## src/verilog/sef_pkg.sv

```systemverilog
// constants for the serial eeprom bus front end
package sef_pkg;
  // apb register byte offsets
  localparam logic [7:0] OFS_STATUS = 8'h00;
  localparam logic [7:0] OFS_NVBITS = 8'h04;
  localparam logic [7:0] OFS_RDDATA = 8'h08;
  localparam logic [7:0] OFS_WRINFO = 8'h0c;
  // status register field positions
  localparam int ST_BUSY     = 0;
  localparam int ST_WEL      = 1;
  localparam int ST_STANDBY  = 2;
  localparam int ST_SELECTED = 3;
  localparam int ST_PAUSED   = 4;
  // status byte and nvbits register field positions
  localparam int NV_GUARD_LO = 2;
  localparam int NV_GUARD_HI = 3;
  localparam int NV_LOCK     = 7;
  // wrinfo field positions
  localparam int WI_ADDR_HI  = 9;
  localparam int WI_DATA_LO  = 16;
  localparam int WI_DATA_HI  = 23;
  // reset values
  localparam logic [7:0] RST_NVBITS = 8'h00;
  localparam logic [7:0] RST_RDDATA = 8'h00;
  // instruction codes
  localparam logic [7:0] OP_WREN  = 8'h06;
  localparam logic [7:0] OP_WRDI  = 8'h04;
  localparam logic [7:0] OP_RDSR  = 8'h05;
  localparam logic [7:0] OP_WRSR  = 8'h01;
  localparam logic [7:0] OP_READ  = 8'h03;
  localparam logic [7:0] OP_WRITE = 8'h02;
  // protected area lower bounds (10-bit array address)
  localparam logic [9:0] GUARD_QUARTER = 10'h300;
  localparam logic [9:0] GUARD_HALF    = 10'h200;
  // byte positions in a transaction
  localparam logic [2:0] BYTE_OP   = 3'h0;
  localparam logic [2:0] BYTE_A1   = 3'h1;
  localparam logic [2:0] BYTE_A2   = 3'h2;
  localparam logic [2:0] BYTE_DATA = 3'h3;
  localparam logic [2:0] BYTE_SAT  = 3'h4;
  // internal write cycle length, in pclk cycles
  localparam int WR_CYCLES_DEF = 200;
  // kind of internal write cycle
  typedef enum logic [1:0] {
    SEF_IDLE = 2'b00,
    SEF_SRWR = 2'b01,
    SEF_ARWR = 2'b10
  } sef_wr_t;
endpackage

```

## src/verilog/sef_front_end.sv

```systemverilog
// serial eeprom bus front end with apb register access
//
// Summary of operation
// - serial out changes on falling clock
// - serial in captured on rising clock
// - deselected: output released to high impedance
// - first select needs a falling select edge
// - all bytes move most significant first
// - first bit on first rise after select
// - read bytes msb first, from next fall
// - pause starts while selected and clock low
// - pause ends when released with clock low
// - paused: output released, clock and data ignored
// - pause keeps bit and byte position
// - deselect while paused resets interface; a complete command still executes
// - complete write command starts cycle on deselect
// - nothing accepted before power-on reset releases
// - reset: deselected, latch and busy cleared
// - standby only when no write cycle runs
// - protect input freezes guarded area size
// - select must rise right after last bit
// - unknown code: ignore until select rises
// - busy flag reads one during write cycles
`timescale 1ns/1ps
module sef_front_end
#(
  parameter int WR_CYCLES = sef_pkg::WR_CYCLES_DEF
)
(
  // apb
  input  wire logic        pclk,
  input  wire logic        presetn,
  input  wire logic        psel,
  input  wire logic        penable,
  input  wire logic        pwrite,
  input  wire logic [7:0]  paddr,
  input  wire logic [31:0] pwdata,
  output logic      [31:0] prdata,
  output logic             pready,
  output logic             pslverr,
  // serial pins
  input  wire logic        serial_clock_in,
  input  wire logic        serial_in,
  input  wire logic        select_n,
  input  wire logic        pause_n,
  input  wire logic        protect_n,
  output logic             serial_out,
  output logic             serial_out_oe_n,
  // device state
  output logic             standby
);

  //////////////////////////////////////////////////////////////////////
  // pin synchronisers
  logic [4:0] pin_raw;
  logic [4:0] sync1;
  logic [4:0] sync2;
  assign pin_raw = {protect_n, pause_n, select_n, serial_in,
                    serial_clock_in};

  genvar gi;
  generate
    for (gi = 0; gi < 5; gi++)
    begin : g_sync
      // two flops per pin
      always_ff @(posedge pclk or negedge presetn)
      begin
        if (!presetn)
        begin
          sync1[gi] <= 1'b1;
          sync2[gi] <= 1'b1;
        end
        else
        begin
          sync1[gi] <= pin_raw[gi];
          sync2[gi] <= sync1[gi];
        end
      end
    end
  endgenerate

  logic sck;
  logic sdi;
  logic csn;
  logic hold_n;
  logic wp_n;
  assign sck    = sync2[0];
  assign sdi    = sync2[1];
  assign csn    = sync2[2];
  assign hold_n = sync2[3];
  assign wp_n   = sync2[4];

  //////////////////////////////////////////////////////////////////////
  // state
  logic          sck_q;
  logic          csn_q;
  logic          armed;
  logic [1:0]    warm;
  logic          selected;
  logic          paused;
  logic          discard;
  logic [2:0]    bit_cnt;
  logic [2:0]    byte_cnt;
  logic [6:0]    shreg;
  logic [7:0]    opcode;
  logic [15:0]   addr;
  logic [7:0]    wdata;
  logic          rd_mode;
  logic          driving;
  logic [2:0]    tx_cnt;
  logic [7:0]    tx_sh;
  logic          write_enable_latch;
  logic          busy;
  sef_pkg::sef_wr_t wr_kind;
  logic [31:0]   wr_cnt;
  logic [7:0]    nvbits;
  logic [7:0]    nv_pend;
  logic [7:0]    rd_data;
  logic [9:0]    wi_addr;
  logic [7:0]    wi_data;

  //////////////////////////////////////////////////////////////////////
  // edge and byte decode
  logic       sel_fall;
  logic       desel;
  logic       active;
  logic       rise;
  logic       fall;
  logic       byte_done;
  logic [7:0] byte_in;
  logic       op_valid;
  logic       hw_locked;
  logic       guarded;
  logic       exact;
  logic       do_wren;
  logic       do_wrdi;
  logic       do_wrsr;
  logic       do_write;
  logic [7:0] status_byte;
  logic [7:0] tx_byte;

  // select only after a seen-high then falling select line
  assign sel_fall = armed & csn_q & ~csn;
  assign desel    = selected & csn;
  // edges ignored while paused or after an unknown code
  assign active   = selected & ~csn & ~paused & ~discard;
  assign rise     = active & sck & ~sck_q;
  assign fall     = active & ~sck & sck_q;
  assign byte_done = rise & (bit_cnt == 3'h7);
  assign byte_in  = {shreg, sdi};

  assign op_valid = (byte_in == sef_pkg::OP_WREN)
                  | (byte_in == sef_pkg::OP_WRDI)
                  | (byte_in == sef_pkg::OP_RDSR)
                  | (byte_in == sef_pkg::OP_WRSR)
                  | (byte_in == sef_pkg::OP_READ)
                  | (byte_in == sef_pkg::OP_WRITE);

  // protect input freezes the guard bits
  assign hw_locked = nvbits[sef_pkg::NV_LOCK] & ~wp_n;

  // address inside the guarded area
  function automatic logic in_guard(input logic [1:0] g,
                                    input logic [9:0] a);
    case (g)
      2'b01:   in_guard = a >= sef_pkg::GUARD_QUARTER;
      2'b10:   in_guard = a >= sef_pkg::GUARD_HALF;
      2'b11:   in_guard = 1'b1;
      default: in_guard = 1'b0;
    endcase
  endfunction
  assign guarded = in_guard(
    nvbits[sef_pkg::NV_GUARD_HI:sef_pkg::NV_GUARD_LO], addr[9:0]);

  // select rose on a byte boundary, no extra bit
  assign exact    = desel & ~discard & (bit_cnt == 3'h0);
  assign do_wren  = exact & (opcode == sef_pkg::OP_WREN)
                  & (byte_cnt == sef_pkg::BYTE_A1);
  assign do_wrdi  = exact & (opcode == sef_pkg::OP_WRDI)
                  & (byte_cnt == sef_pkg::BYTE_A1);
  assign do_wrsr  = exact & (opcode == sef_pkg::OP_WRSR)
                  & (byte_cnt == sef_pkg::BYTE_A2)
                  & write_enable_latch & ~busy & ~hw_locked;
  // full write with whole data bytes starts the cycle
  assign do_write = exact & (opcode == sef_pkg::OP_WRITE)
                  & (byte_cnt == sef_pkg::BYTE_SAT)
                  & write_enable_latch & ~busy & ~guarded;

  assign status_byte = {nvbits[sef_pkg::NV_LOCK], 3'h0,
    nvbits[sef_pkg::NV_GUARD_HI:sef_pkg::NV_GUARD_LO], write_enable_latch, busy};
  assign tx_byte = (opcode == sef_pkg::OP_RDSR) ? status_byte : rd_data;

  //////////////////////////////////////////////////////////////////////
  // select, pause and shift state
  always_ff @(posedge pclk or negedge presetn)
  begin
    if (!presetn)
    begin
      sck_q    <= 1'b0;
      csn_q    <= 1'b1;
      armed    <= 1'b0;
      warm     <= 2'b00;
      selected <= 1'b0;
      paused   <= 1'b0;
      discard  <= 1'b0;
      bit_cnt  <= 3'h0;
      byte_cnt <= 3'h0;
      shreg    <= 7'h00;
      opcode   <= 8'h00;
      addr     <= 16'h0000;
      wdata    <= 8'h00;
      rd_mode  <= 1'b0;
    end
    else
    begin
      sck_q <= sck;
      csn_q <= csn;
      // synchroniser holds a real pin sample only after two edges
      warm <= {warm[0], 1'b1};
      if (csn && warm[1])
        armed <= 1'b1;
      // deselect or new select resets the interface
      if (csn || sel_fall)
      begin
        selected <= sel_fall;
        paused   <= 1'b0;
        discard  <= 1'b0;
        bit_cnt  <= 3'h0;
        byte_cnt <= 3'h0;
        rd_mode  <= 1'b0;
      end
      else
      begin
        // pause follows pin only while clock low
        if (selected && !sck)
          paused <= ~hold_n;
        if (rise)
        begin
          shreg   <= byte_in[6:0];
          bit_cnt <= bit_cnt + 3'h1;
        end
        if (byte_done)
        begin
          if (byte_cnt != sef_pkg::BYTE_SAT)
            byte_cnt <= byte_cnt + 3'h1;
          case (byte_cnt)
            sef_pkg::BYTE_OP:
            begin
              opcode  <= byte_in;
              discard <= ~op_valid;
              rd_mode <= byte_in == sef_pkg::OP_RDSR;
            end
            sef_pkg::BYTE_A1:
            begin
              addr[15:8] <= byte_in;
              wdata      <= byte_in;
            end
            sef_pkg::BYTE_A2:
            begin
              addr[7:0] <= byte_in;
              rd_mode   <= opcode == sef_pkg::OP_READ;
            end
            default:
              wdata <= byte_in;
          endcase
        end
      end
    end
  end

  //////////////////////////////////////////////////////////////////////
  // output shifter
  always_ff @(posedge pclk or negedge presetn)
  begin
    if (!presetn)
    begin
      driving    <= 1'b0;
      tx_cnt     <= 3'h0;
      tx_sh      <= 8'h00;
      serial_out <= 1'b0;
    end
    else if (csn || sel_fall)
    begin
      driving <= 1'b0;
      tx_cnt  <= 3'h0;
    end
    // first fall in read mode (after the status instruction, or after the read address) loads a byte
    else if (fall && rd_mode)
    begin
      driving <= 1'b1;
      if (tx_cnt == 3'h0)
      begin
        serial_out <= tx_byte[7];
        tx_sh      <= {tx_byte[6:0], 1'b0};
        tx_cnt     <= 3'h7;
      end
      else
      begin
        serial_out <= tx_sh[7];
        tx_sh      <= {tx_sh[6:0], 1'b0};
        tx_cnt     <= tx_cnt - 3'h1;
      end
    end
  end

  logic next_oe_n;
  assign next_oe_n = ~(selected & ~csn & ~paused & rd_mode & driving
                       & ~(fall & ~rd_mode));
  always_ff @(posedge pclk or negedge presetn)
  begin
    if (!presetn)
      serial_out_oe_n <= 1'b1;
    else
      serial_out_oe_n <= next_oe_n;
  end

  //////////////////////////////////////////////////////////////////////
  // apb decode
  logic        acc;
  logic        wr_en;
  logic        hit_st;
  logic        hit_nv;
  logic        hit_rd;
  logic        hit_wi;
  logic        mapped;
  logic [31:0] rd_mux;
  assign acc    = psel & penable;
  assign wr_en  = acc & pready & pwrite;
  assign hit_st = paddr == sef_pkg::OFS_STATUS;
  assign hit_nv = paddr == sef_pkg::OFS_NVBITS;
  assign hit_rd = paddr == sef_pkg::OFS_RDDATA;
  assign hit_wi = paddr == sef_pkg::OFS_WRINFO;
  assign mapped = hit_st | hit_nv | hit_rd | hit_wi;

  logic [31:0] st_word;
  assign st_word = {27'h0, paused, selected, standby, write_enable_latch, busy};
  assign rd_mux = hit_st ? st_word
                : hit_nv ? {24'h0, nvbits}
                : hit_rd ? {24'h0, rd_data}
                : hit_wi ? {8'h00, wi_data, 6'h00, wi_addr}
                : 32'h0000_0000;

  // one wait state, then the answer
  always_ff @(posedge pclk or negedge presetn)
  begin
    if (!presetn)
    begin
      pready  <= 1'b0;
      prdata  <= 32'h0000_0000;
      pslverr <= 1'b0;
    end
    else
    begin
      pready  <= acc & ~pready;
      prdata  <= (acc & ~pready & ~pwrite) ? rd_mux : 32'h0000_0000;
      pslverr <= acc & ~pready & ~mapped;
    end
  end

  //////////////////////////////////////////////////////////////////////
  // latch, busy and nonvolatile bits
  logic cyc_end;
  assign cyc_end = busy & (wr_cnt == 32'h0);

  always_ff @(posedge pclk or negedge presetn)
  begin
    // latch and busy cleared, nonvolatile bits reload RST_NVBITS in their own block
    if (!presetn)
    begin
      write_enable_latch     <= 1'b0;
      busy    <= 1'b0;
      wr_kind <= sef_pkg::SEF_IDLE;
      wr_cnt  <= 32'h0;
      nv_pend <= 8'h00;
      wi_addr <= 10'h000;
      wi_data <= 8'h00;
    end
    else
    begin
      if (do_wren)
        write_enable_latch <= 1'b1;
      if (do_wrdi)
        write_enable_latch <= 1'b0;
      // busy high through a write cycle
      if (do_wrsr || do_write)
      begin
        busy    <= 1'b1;
        wr_cnt  <= 32'(WR_CYCLES - 1);
        wr_kind <= do_wrsr ? sef_pkg::SEF_SRWR : sef_pkg::SEF_ARWR;
        nv_pend <= wdata;
        if (do_write)
        begin
          wi_addr <= addr[9:0];
          wi_data <= wdata;
        end
      end
      else if (cyc_end)
      begin
        busy    <= 1'b0;
        write_enable_latch     <= do_wren; // a set in the same cycle wins
        wr_kind <= sef_pkg::SEF_IDLE;
      end
      else if (busy)
        wr_cnt <= wr_cnt - 32'h1;
    end
  end

  // nonvolatile bits: software preload or status write
  always_ff @(posedge pclk or negedge presetn)
  begin
    if (!presetn)
    begin
      nvbits  <= sef_pkg::RST_NVBITS;
      rd_data <= sef_pkg::RST_RDDATA;
    end
    else
    begin
      if (cyc_end && wr_kind == sef_pkg::SEF_SRWR)
      begin
        nvbits[sef_pkg::NV_LOCK] <= nv_pend[sef_pkg::NV_LOCK];
        nvbits[sef_pkg::NV_GUARD_HI:sef_pkg::NV_GUARD_LO] <=
          nv_pend[sef_pkg::NV_GUARD_HI:sef_pkg::NV_GUARD_LO];
      end
      else if (wr_en && hit_nv)
        nvbits <= pwdata[7:0];
      if (wr_en && hit_rd)
        rd_data <= pwdata[7:0];
    end
  end

  always_ff @(posedge pclk or negedge presetn)
  begin
    if (!presetn)
      standby <= 1'b1;
    else
      standby <= csn & ~busy & ~do_wrsr & ~do_write;
  end

endmodule

```

## config.mk

```make
export PLATFORM = sky130hd
export DESIGN_NAME = sef_front_end
export DESIGN_NICKNAME = d
export VERILOG_FILES = /design/src/verilog/sef_pkg.sv /design/src/verilog/sef_front_end.sv
export SDC_FILE = /design/constraint.sdc
export NUM_CORES = 1
export LEC_CHECK = 0
export BUFFER_PORTS_ARGS = -buffer_cell sky130_fd_sc_hd__buf_2
export CORE_MARGIN = 2
export CORE_UTILIZATION = 63
export CTS_CLUSTER_DIAMETER = 150
export DETAILED_ROUTE_END_ITERATION = 16
export PLACE_DENSITY = 0.85
export SLEW_MARGIN = 20
export SYNTH_ARGS = -nofsm -noshare
export SYNTH_HDL_FRONTEND = slang
export SYNTH_SLANG_ARGS = --single-unit
```

## constraint.sdc

```tcl
create_clock -name pclk -period 4.9 [get_ports pclk]
set_input_delay 0 -clock pclk [delete_from_list [all_inputs] [get_ports pclk]]
set_output_delay 0 -clock pclk [all_outputs]
set_load 0.01 [all_outputs]
```

==> impl_metrics.env, run 1 <==
export IMPL_ys_top_cells_by_area="dfrtp_1 (50%), mux2_2 (5.9%), mux2_1 (5.2%), dfstp_2 (4.5%), mux2i_1 (2.2%)"
export IMPL_post_place_cells=818
export IMPL_diodes=0
export IMPL_wl_per_cell_um=18.7
export IMPL_drive_above_1_share_pct=21.3
export IMPL_io_pin_count=87
export IMPL_wl_um=16300
export IMPL_ir_worst_vdd_mv=0.300
export IMPL_ant_nets=0
export IMPL_fin_crit_sh_pct=59.0
export IMPL_fmax_ghz=0.346
export IMPL_synthCells=644
export IMPL_drt_iter0_drc=430
export IMPL_power_density_mw_per_mm2=320
export IMPL_power_w=0.00278
export IMPL_cts_made_buffers=17
export IMPL_grt_util_met1_pct=35.1
export IMPL_synth_warnings=0
export IMPL_cts_sinks=165
export IMPL_ys_ff_latch=165
export IMPL_grt_busiest_layer="met2"
export IMPL_n_fill_cell=767
export IMPL_max_slew_margin_pct=29.5
export IMPL_pre_cts_ws_ns=1.99
export IMPL_cap_violations=0
export IMPL_critPathCaptureType="flop"
export IMPL_finalHoldViolCount=0
export IMPL_grt_pass1_vias=5307
export IMPL_yosysMostFrequentCell="dfrtp_1"
export IMPL_grt_util_met2_pct=43.4
export IMPL_cts_tree="done"
export IMPL_synthFlopType="dfrtp_1"
export IMPL_area_growth_pct=14.4
export IMPL_synth_top_cells_by_count="dfrtp_1 (152), mux2_2 (40), nand2_1 (38), mux2_1 (35), nor2_1 (35)"
export IMPL_die_area_mm2=0.0129
export IMPL_grt_met3_usage_pct=7.12
export IMPL_synthArstFlopShare_pct=100
export IMPL_yosysUniqueCellTypes=58
export IMPL_hold_path_class="input pin to flop"
export IMPL_clockBufferDepth=2
export IMPL_final_nets=771
export IMPL_critPathKind="flop to flop"
export IMPL_fin_worst_skew_ns=0.00839
export IMPL_instances_no_fill=870
export IMPL_vias_per_cell=6.08
export IMPL_drc=0
export IMPL_worst_setup_path_start_kind="flop"
export IMPL_initial_core_util_pct=64.0
export IMPL_die_h_um=114
export IMPL_whs_ns=0.0376
export IMPL_drt_pass1_iter_count=5
export IMPL_cp_arrival_ns=3.19
export IMPL_antenna_found_initial=0
export IMPL_grt_use_total_pct=26.7
export IMPL_synth_edf_count=0
export IMPL_root_buffer="clkbuf_16"
export IMPL_via_count=5290
export IMPL_syn_area_per_cell_um2=11.8
export IMPL_p_leak_nw=4.27
export IMPL_std_cell_rows=40
export IMPL_worst_pin_slew_ns=1.05
export IMPL_dp_hpwl_um=10700
export IMPL_slew_violations=0
export IMPL_netlist_area_leader_share_pct=50.1
export IMPL_min_period_ns=2.89
export IMPL_globalplace_congestion=0.908
export IMPL_grt_pass1_wl_um=26600
export IMPL_setup_tns_ns=0
export IMPL_cts_max_level=4
export IMPL_path_max_fanout=6
export IMPL_die_x_um=114
export IMPL_synth_cell_area_mm2=0.00759
export IMPL_rsz0062_at_grt="false"
export IMPL_yosys_area_top_type="dfrtp_1"
export IMPL_finalSetupViolCount=0
export IMPL_grt_overflow_total=0
export IMPL_io_buffers=48
export IMPL_fp_coreArea_mm2=0.0119
export IMPL_clock_latency_ns=0.42
export IMPL_fin_ws_ns=2.01
export IMPL_grt_max_degree=115
export IMPL_clk_pin_slew_worst_paths_ns=0.06
export IMPL_ys_seq_area_share_pct=54.6
export IMPL_outcome="finished, final reports clean"
export IMPL_cp_required_ns=5.20
-- placed cells by master, fill, tap and decap left out, drive strengths merged, types with 6 or more instances in the layout --
cell         netlist  final
a21oi             30     30
and2              14     14
buf               18     51
clkbuf            20     26
conb               2     15
dfrtp            152    152
dfstp             13     13
dlygate4sd3        0     19
ha                11     11
inv               12     13
mux2              75     75
mux2i             17     17
nand2             38     38
nand2b             7      7
nand3             24     24
nand4             11     11
nor2              35     35
nor2b             11     11
nor3              13     13
nor4              10     10
o21ai             24     24
o31ai              8      8
or2                6      6
or3               14     14
or4               17     17
-- worst max-delay path: stages (launching register included) --
cell and delay, ns:
dfrtp_1 0.41, nor4_1 0.73, nand4_1 0.38, o31ai_1 0.95, nor3_1 0.10, nand3b_1 0.20
-- power by group --
part / switching (W) / internal [W]
Sequential: 0.0000135 / 0.00138
Clock: 0.000510 / 0.000790
Combinational: 0.0000532 / 0.0000312
-- repair_timing --
action                    in CTS  in global routing
buffers inserted               0                  0
resized for setup              0                  0
hold buffers                  19                  0
hold endpoints to repair     125                  0
-- logic make-up (layout without fill, tap and decap cells) --
family | Yosys count | in the layout | share of synthesized area (%)
other | 2 | 15 | 0.0990
flip-flops | 165 | 165 | 54.6
multiplexers | 97 | 97 | 14.9
XOR/XNOR | 3 | 3 | 0.346
adder cells (fa/ha/maj) | 11 | 11 | 1.81
AND/OR/NAND/NOR | 231 | 231 | 18.3
AO/OA/AOI/OAI | 84 | 84 | 6.61
buffers and inverters | 51 | 117 | 3.30
-- layout make-up --
class	count	area, µm²	share of cell area, %
clock inverter	8	98.8	1.14
timing repair buffer	72	483	5.56
inverter	13	48.8	0.562
sequential	165	4150	47.7
tap	147	184	2.12
multi-input combinational	441	3240	37.3
clock buffer	24	482	5.55
-- path summary, 6_finish.rpt --
| path | from | endpoint | slack, ns | depth (start not counted) |
|---|---|---|---|---|
| worst max register to register | wr_cnt[26] | wr_cnt[6] | 2.01 | 5 |
| worst min-delay path | paddr[3] | prdata[6] | 0.04 | 3 |
| worst min register to register | warm[0] | warm[1] | 0.35 | 0 |
| min in group asynchronous | presetn | wr_cnt[25] | 0.25 | 2 |
| worst max-delay path | wr_cnt[26] | wr_cnt[6] | 2.01 | 5 |
| max in group asynchronous | presetn | wdata[2] | 3.42 | 3 |
-- state kept, by name, summed over array words and instances, names as in the netlist, 10 cells and up --
signal,flops
wr_cnt,32
prdata,18
wi_addr,10
addr,10
-- per-stage QoR --
stage / utilization [%] / cell area (µm²)
5_1_grt: 73.2 / 8680
3_3_place_gp: 66.6 / 7900
3_5_place_dp: 66.6 / 7900
4_1_cts: 73.1 / 8670
2_1_floorplan: - / 7640
6_report: 73.2 / 8680
-- per-layer routing --
metal | wire, µm | part of all wire, %
met5 | 0 | 0
met4 | 308 | 1.9
met3 | 1040 | 6.4
met2 | 8050 | 49
met1 | 6890 | 42
Note: power is estimated with default switching activity, not from simulation.
==> run 2: changes to the inputs <==
--- a/config.mk
+++ b/config.mk
@@ -7,10 +7,10 @@
 export LEC_CHECK = 0
 export BUFFER_PORTS_ARGS = -buffer_cell sky130_fd_sc_hd__buf_2
 export CORE_MARGIN = 2
-export CORE_UTILIZATION = 63
+export CORE_UTILIZATION = 53
 export CTS_CLUSTER_DIAMETER = 150
 export DETAILED_ROUTE_END_ITERATION = 16
-export PLACE_DENSITY = 0.85
+export PLACE_DENSITY = 0.76
 export SLEW_MARGIN = 20
 export SYNTH_ARGS = -nofsm -noshare
 export SYNTH_HDL_FRONTEND = slang
==> constraint.sdc (replaced) <==
create_clock -name pclk -period 2.4 [get_ports pclk]
set_input_delay 0 -clock pclk [delete_from_list [all_inputs] [get_ports pclk]]
set_output_delay 0 -clock pclk [all_outputs]
set_load 0.01 [all_outputs]
==> run 2 against run 1 <==
Net effect: fmax rose by 26%; sequential power rose by 100%; clock skew is essentially flat; die area is 18% higher.
==> impl_metrics.env, run 2 (synthesis gave the netlist of run 1 again) <==
export IMPL_outcome="finished, final reports clean"
export IMPL_worst_setup_path_start_kind="flop"
export IMPL_r2r_end="wr_cnt[28]"
export IMPL_wl_per_cell_um=18.1
export IMPL_regMostFlops="wr_cnt"
export IMPL_globalplace_congestion=0.902
export IMPL_min_path_cells=3
export IMPL_fin_ws_ns=0.110
export IMPL_critPathCaptureType="flop"
export IMPL_layout_commonest_cell="dfrtp_1"
export IMPL_top_regs="wr_cnt: 32 flops, prdata: 18 flops"
export IMPL_hold_path_class="input pin to flop"
export IMPL_post_place_cells=886
export IMPL_finalHoldViolCount=0
export IMPL_crit_chain="or3_4 > or3_4 > or3_1 > or4_1 > a21oi_1"
export IMPL_power_frac_seq_pct=48.1
export IMPL_area_growth_pct=19.9
export IMPL_drt_iter0_drc=420
export IMPL_reg2reg_slack_ns=0.11
export IMPL_clock_latency_ns=0.43
export IMPL_diodes=0
export IMPL_cts_tree="done"
export IMPL_critPathSlowestCell="or3_4"
export IMPL_p_leak_nw=4.48
export IMPL_drt_pass1_iter_count=5
export IMPL_clockBufferDepth=2
export IMPL_fin_worst_skew_ns=0.00838
export IMPL_cp_top_family="simple AND/OR/NAND/NOR gates"
export IMPL_instances_no_fill=940
export IMPL_io_pin_count=87
export IMPL_critPathKind="flop to flop"
export IMPL_power_density_mw_per_mm2=648
export IMPL_cap_violations=0
export IMPL_die_area_mm2=0.0153
export IMPL_std_cell_rows=43
export IMPL_worst_pin_slew_ns=0.641
export IMPL_path_max_fanout=5
export IMPL_cts_max_level=4
export IMPL_min_period_ns=2.29
export IMPL_cp_required_ns=2.75
export IMPL_final_cell_mix="dfrtp_1 (152), buf_2 (47), mux2_2 (40), nand2_1 (38), buf_4 (38)"
export IMPL_fmax_ghz=0.437
export IMPL_die_x_um=124
export IMPL_max_stage_delay_ns=0.43
export IMPL_p_switching_w=0.00126
export IMPL_whs_ns=0.0268
export IMPL_vias_per_cell=5.78
export IMPL_antenna_found_initial=0
export IMPL_final_nets=808
export IMPL_wl_um=17000
export IMPL_cpMostUsedCell="or3_4"
export IMPL_reg2reg_depth=5
export IMPL_ir_worst_vdd_mv=0.578
export IMPL_cp_depth=5
export IMPL_drive_above_1_share_pct=26.2
export IMPL_fin_crit_sh_pct=95.4
export IMPL_grt_max_degree=69
export IMPL_grt_pass1_wl_um=27900
export IMPL_hold_end="prdata[6]"
export IMPL_sw_frac_of_total_pct=21.4
export IMPL_pre_cts_ws_ns=-0.000579
export IMPL_crit_buf_inv=0
export IMPL_grt_use_total_pct=24.0
export IMPL_max_slew_margin_pct=57.2
export IMPL_reg2reg_from="wr_cnt[16]"
export IMPL_cts_sinks=165
export IMPL_clk_pin_slew_worst_paths_ns=0.06
export IMPL_cp_arrival_ns=2.64
export IMPL_slew_violations=0
export IMPL_die_h_um=124
export IMPL_ant_nets=0
export IMPL_final_seq_area_mm2=0.00415
export IMPL_largest_register_ff_count=32
export IMPL_via_count=5433
export IMPL_clkPwrFrac_pct=48.7
export IMPL_grt_pass1_vias=5549
export IMPL_root_buffer="clkbuf_16"
export IMPL_fp_coreArea_mm2=0.0139
export IMPL_drc=0
export IMPL_initial_core_util_pct=54.4
export IMPL_dp_hpwl_um=11800
export IMPL_grt_overflow_total=0
export IMPL_min_from="paddr[3]"
export IMPL_p_int_w=0.00463
export IMPL_n_fill_cell=1066
export IMPL_cts_made_buffers=17
export IMPL_finalSetupViolCount=0
export IMPL_io_buffers=48
export IMPL_pwr_share_comb_pct=3.2
export IMPL_multiInputGateArea_mm2=0.00327
run 2: cell count changes in the layout (fill, tap and decap cells not counted), moves of 2 or more:
cell,before,now
inv_6,1,4
clkbuf_1,4,0
bufinv_16,2,4
buf_4,4,38
clkinv_4,0,2
dlygate4sd3_1,19,21
buf_12,0,2
clkbuf_8,5,0
run 2: cell type report:
type                            count  area share (%)
Sequential cell                   165            45.6
Clock buffer                       17            4.68
Timing Repair Buffer              109            8.60
Clock inverter                     15            2.20
Multi-Input combinational cell    441            36.0
Tap cell                          180            2.48
Inverter                           13           0.536
run 2: timing repair:
action	4_1_cts	5_1_grt
buffers inserted	1	0
gates resized for setup	0	6
cloned	0	0
setup endpoints to repair	1	21
hold buffers	21	0
endpoints found under the hold margin	89	0
pin swaps	1	0
run 2: metal layers:
metal  GRT usage (%)  share of wire (%)
met1            32.1                 44
met2            39.0                 49
met3            5.13                5.1
met4            8.38                2.1
met5               0                  0
run 2: tightest hold or removal path, delay by kind of cell:
family                 cells  cell delay (ns)
buffers and inverters      1             0.19
AOI/OAI and AO/OA          1             0.18
and+or+nand+nor            1             0.05
run 2: through the flow:
stage                     setup TNS (ns)  utilization, %  power, W  cell area [µm²]
after floorplan                        0               -   0.00295             7640
after global placement                 0            59.0   0.00304             8220
after detailed placement       -0.000579            59.0   0.00305             8220
after CTS                              0            65.1   0.00595             9070
after global routing             -0.0690            65.3   0.00610             9100
final                                  0            65.3   0.00590             9100
run 2: power by group through the flow:
stage	sequential [W]	combinational (W)	clock [W]
2_1_floorplan	0.00288	0.0000760	0
3_3_place_gp	0.00289	0.000160	0
3_5_place_dp	0.00289	0.000164	0
4_1_cts	0.00284	0.000191	0.00293
5_1_grt	0.00284	0.000213	0.00305
6_report	0.00284	0.000189	0.00287
run 2: worst max-delay path by stage:
| stage | start | end | slack (ns) |
|---|---|---|---|
| floorplan | csn | wr_cnt[24] | 0.18 |
| global placement | wr_cnt[1] | wr_cnt[18] | 0.10 |
| detailed placement | wr_cnt[1] | wr_cnt[18] | -0.0006 |
| CTS | wr_cnt[1] | wr_cnt[18] | 0.05 |
| global route | wr_cnt[1] | wr_cnt[26] | -0.03 |
| finish | wr_cnt[16] | wr_cnt[28] | 0.11 |
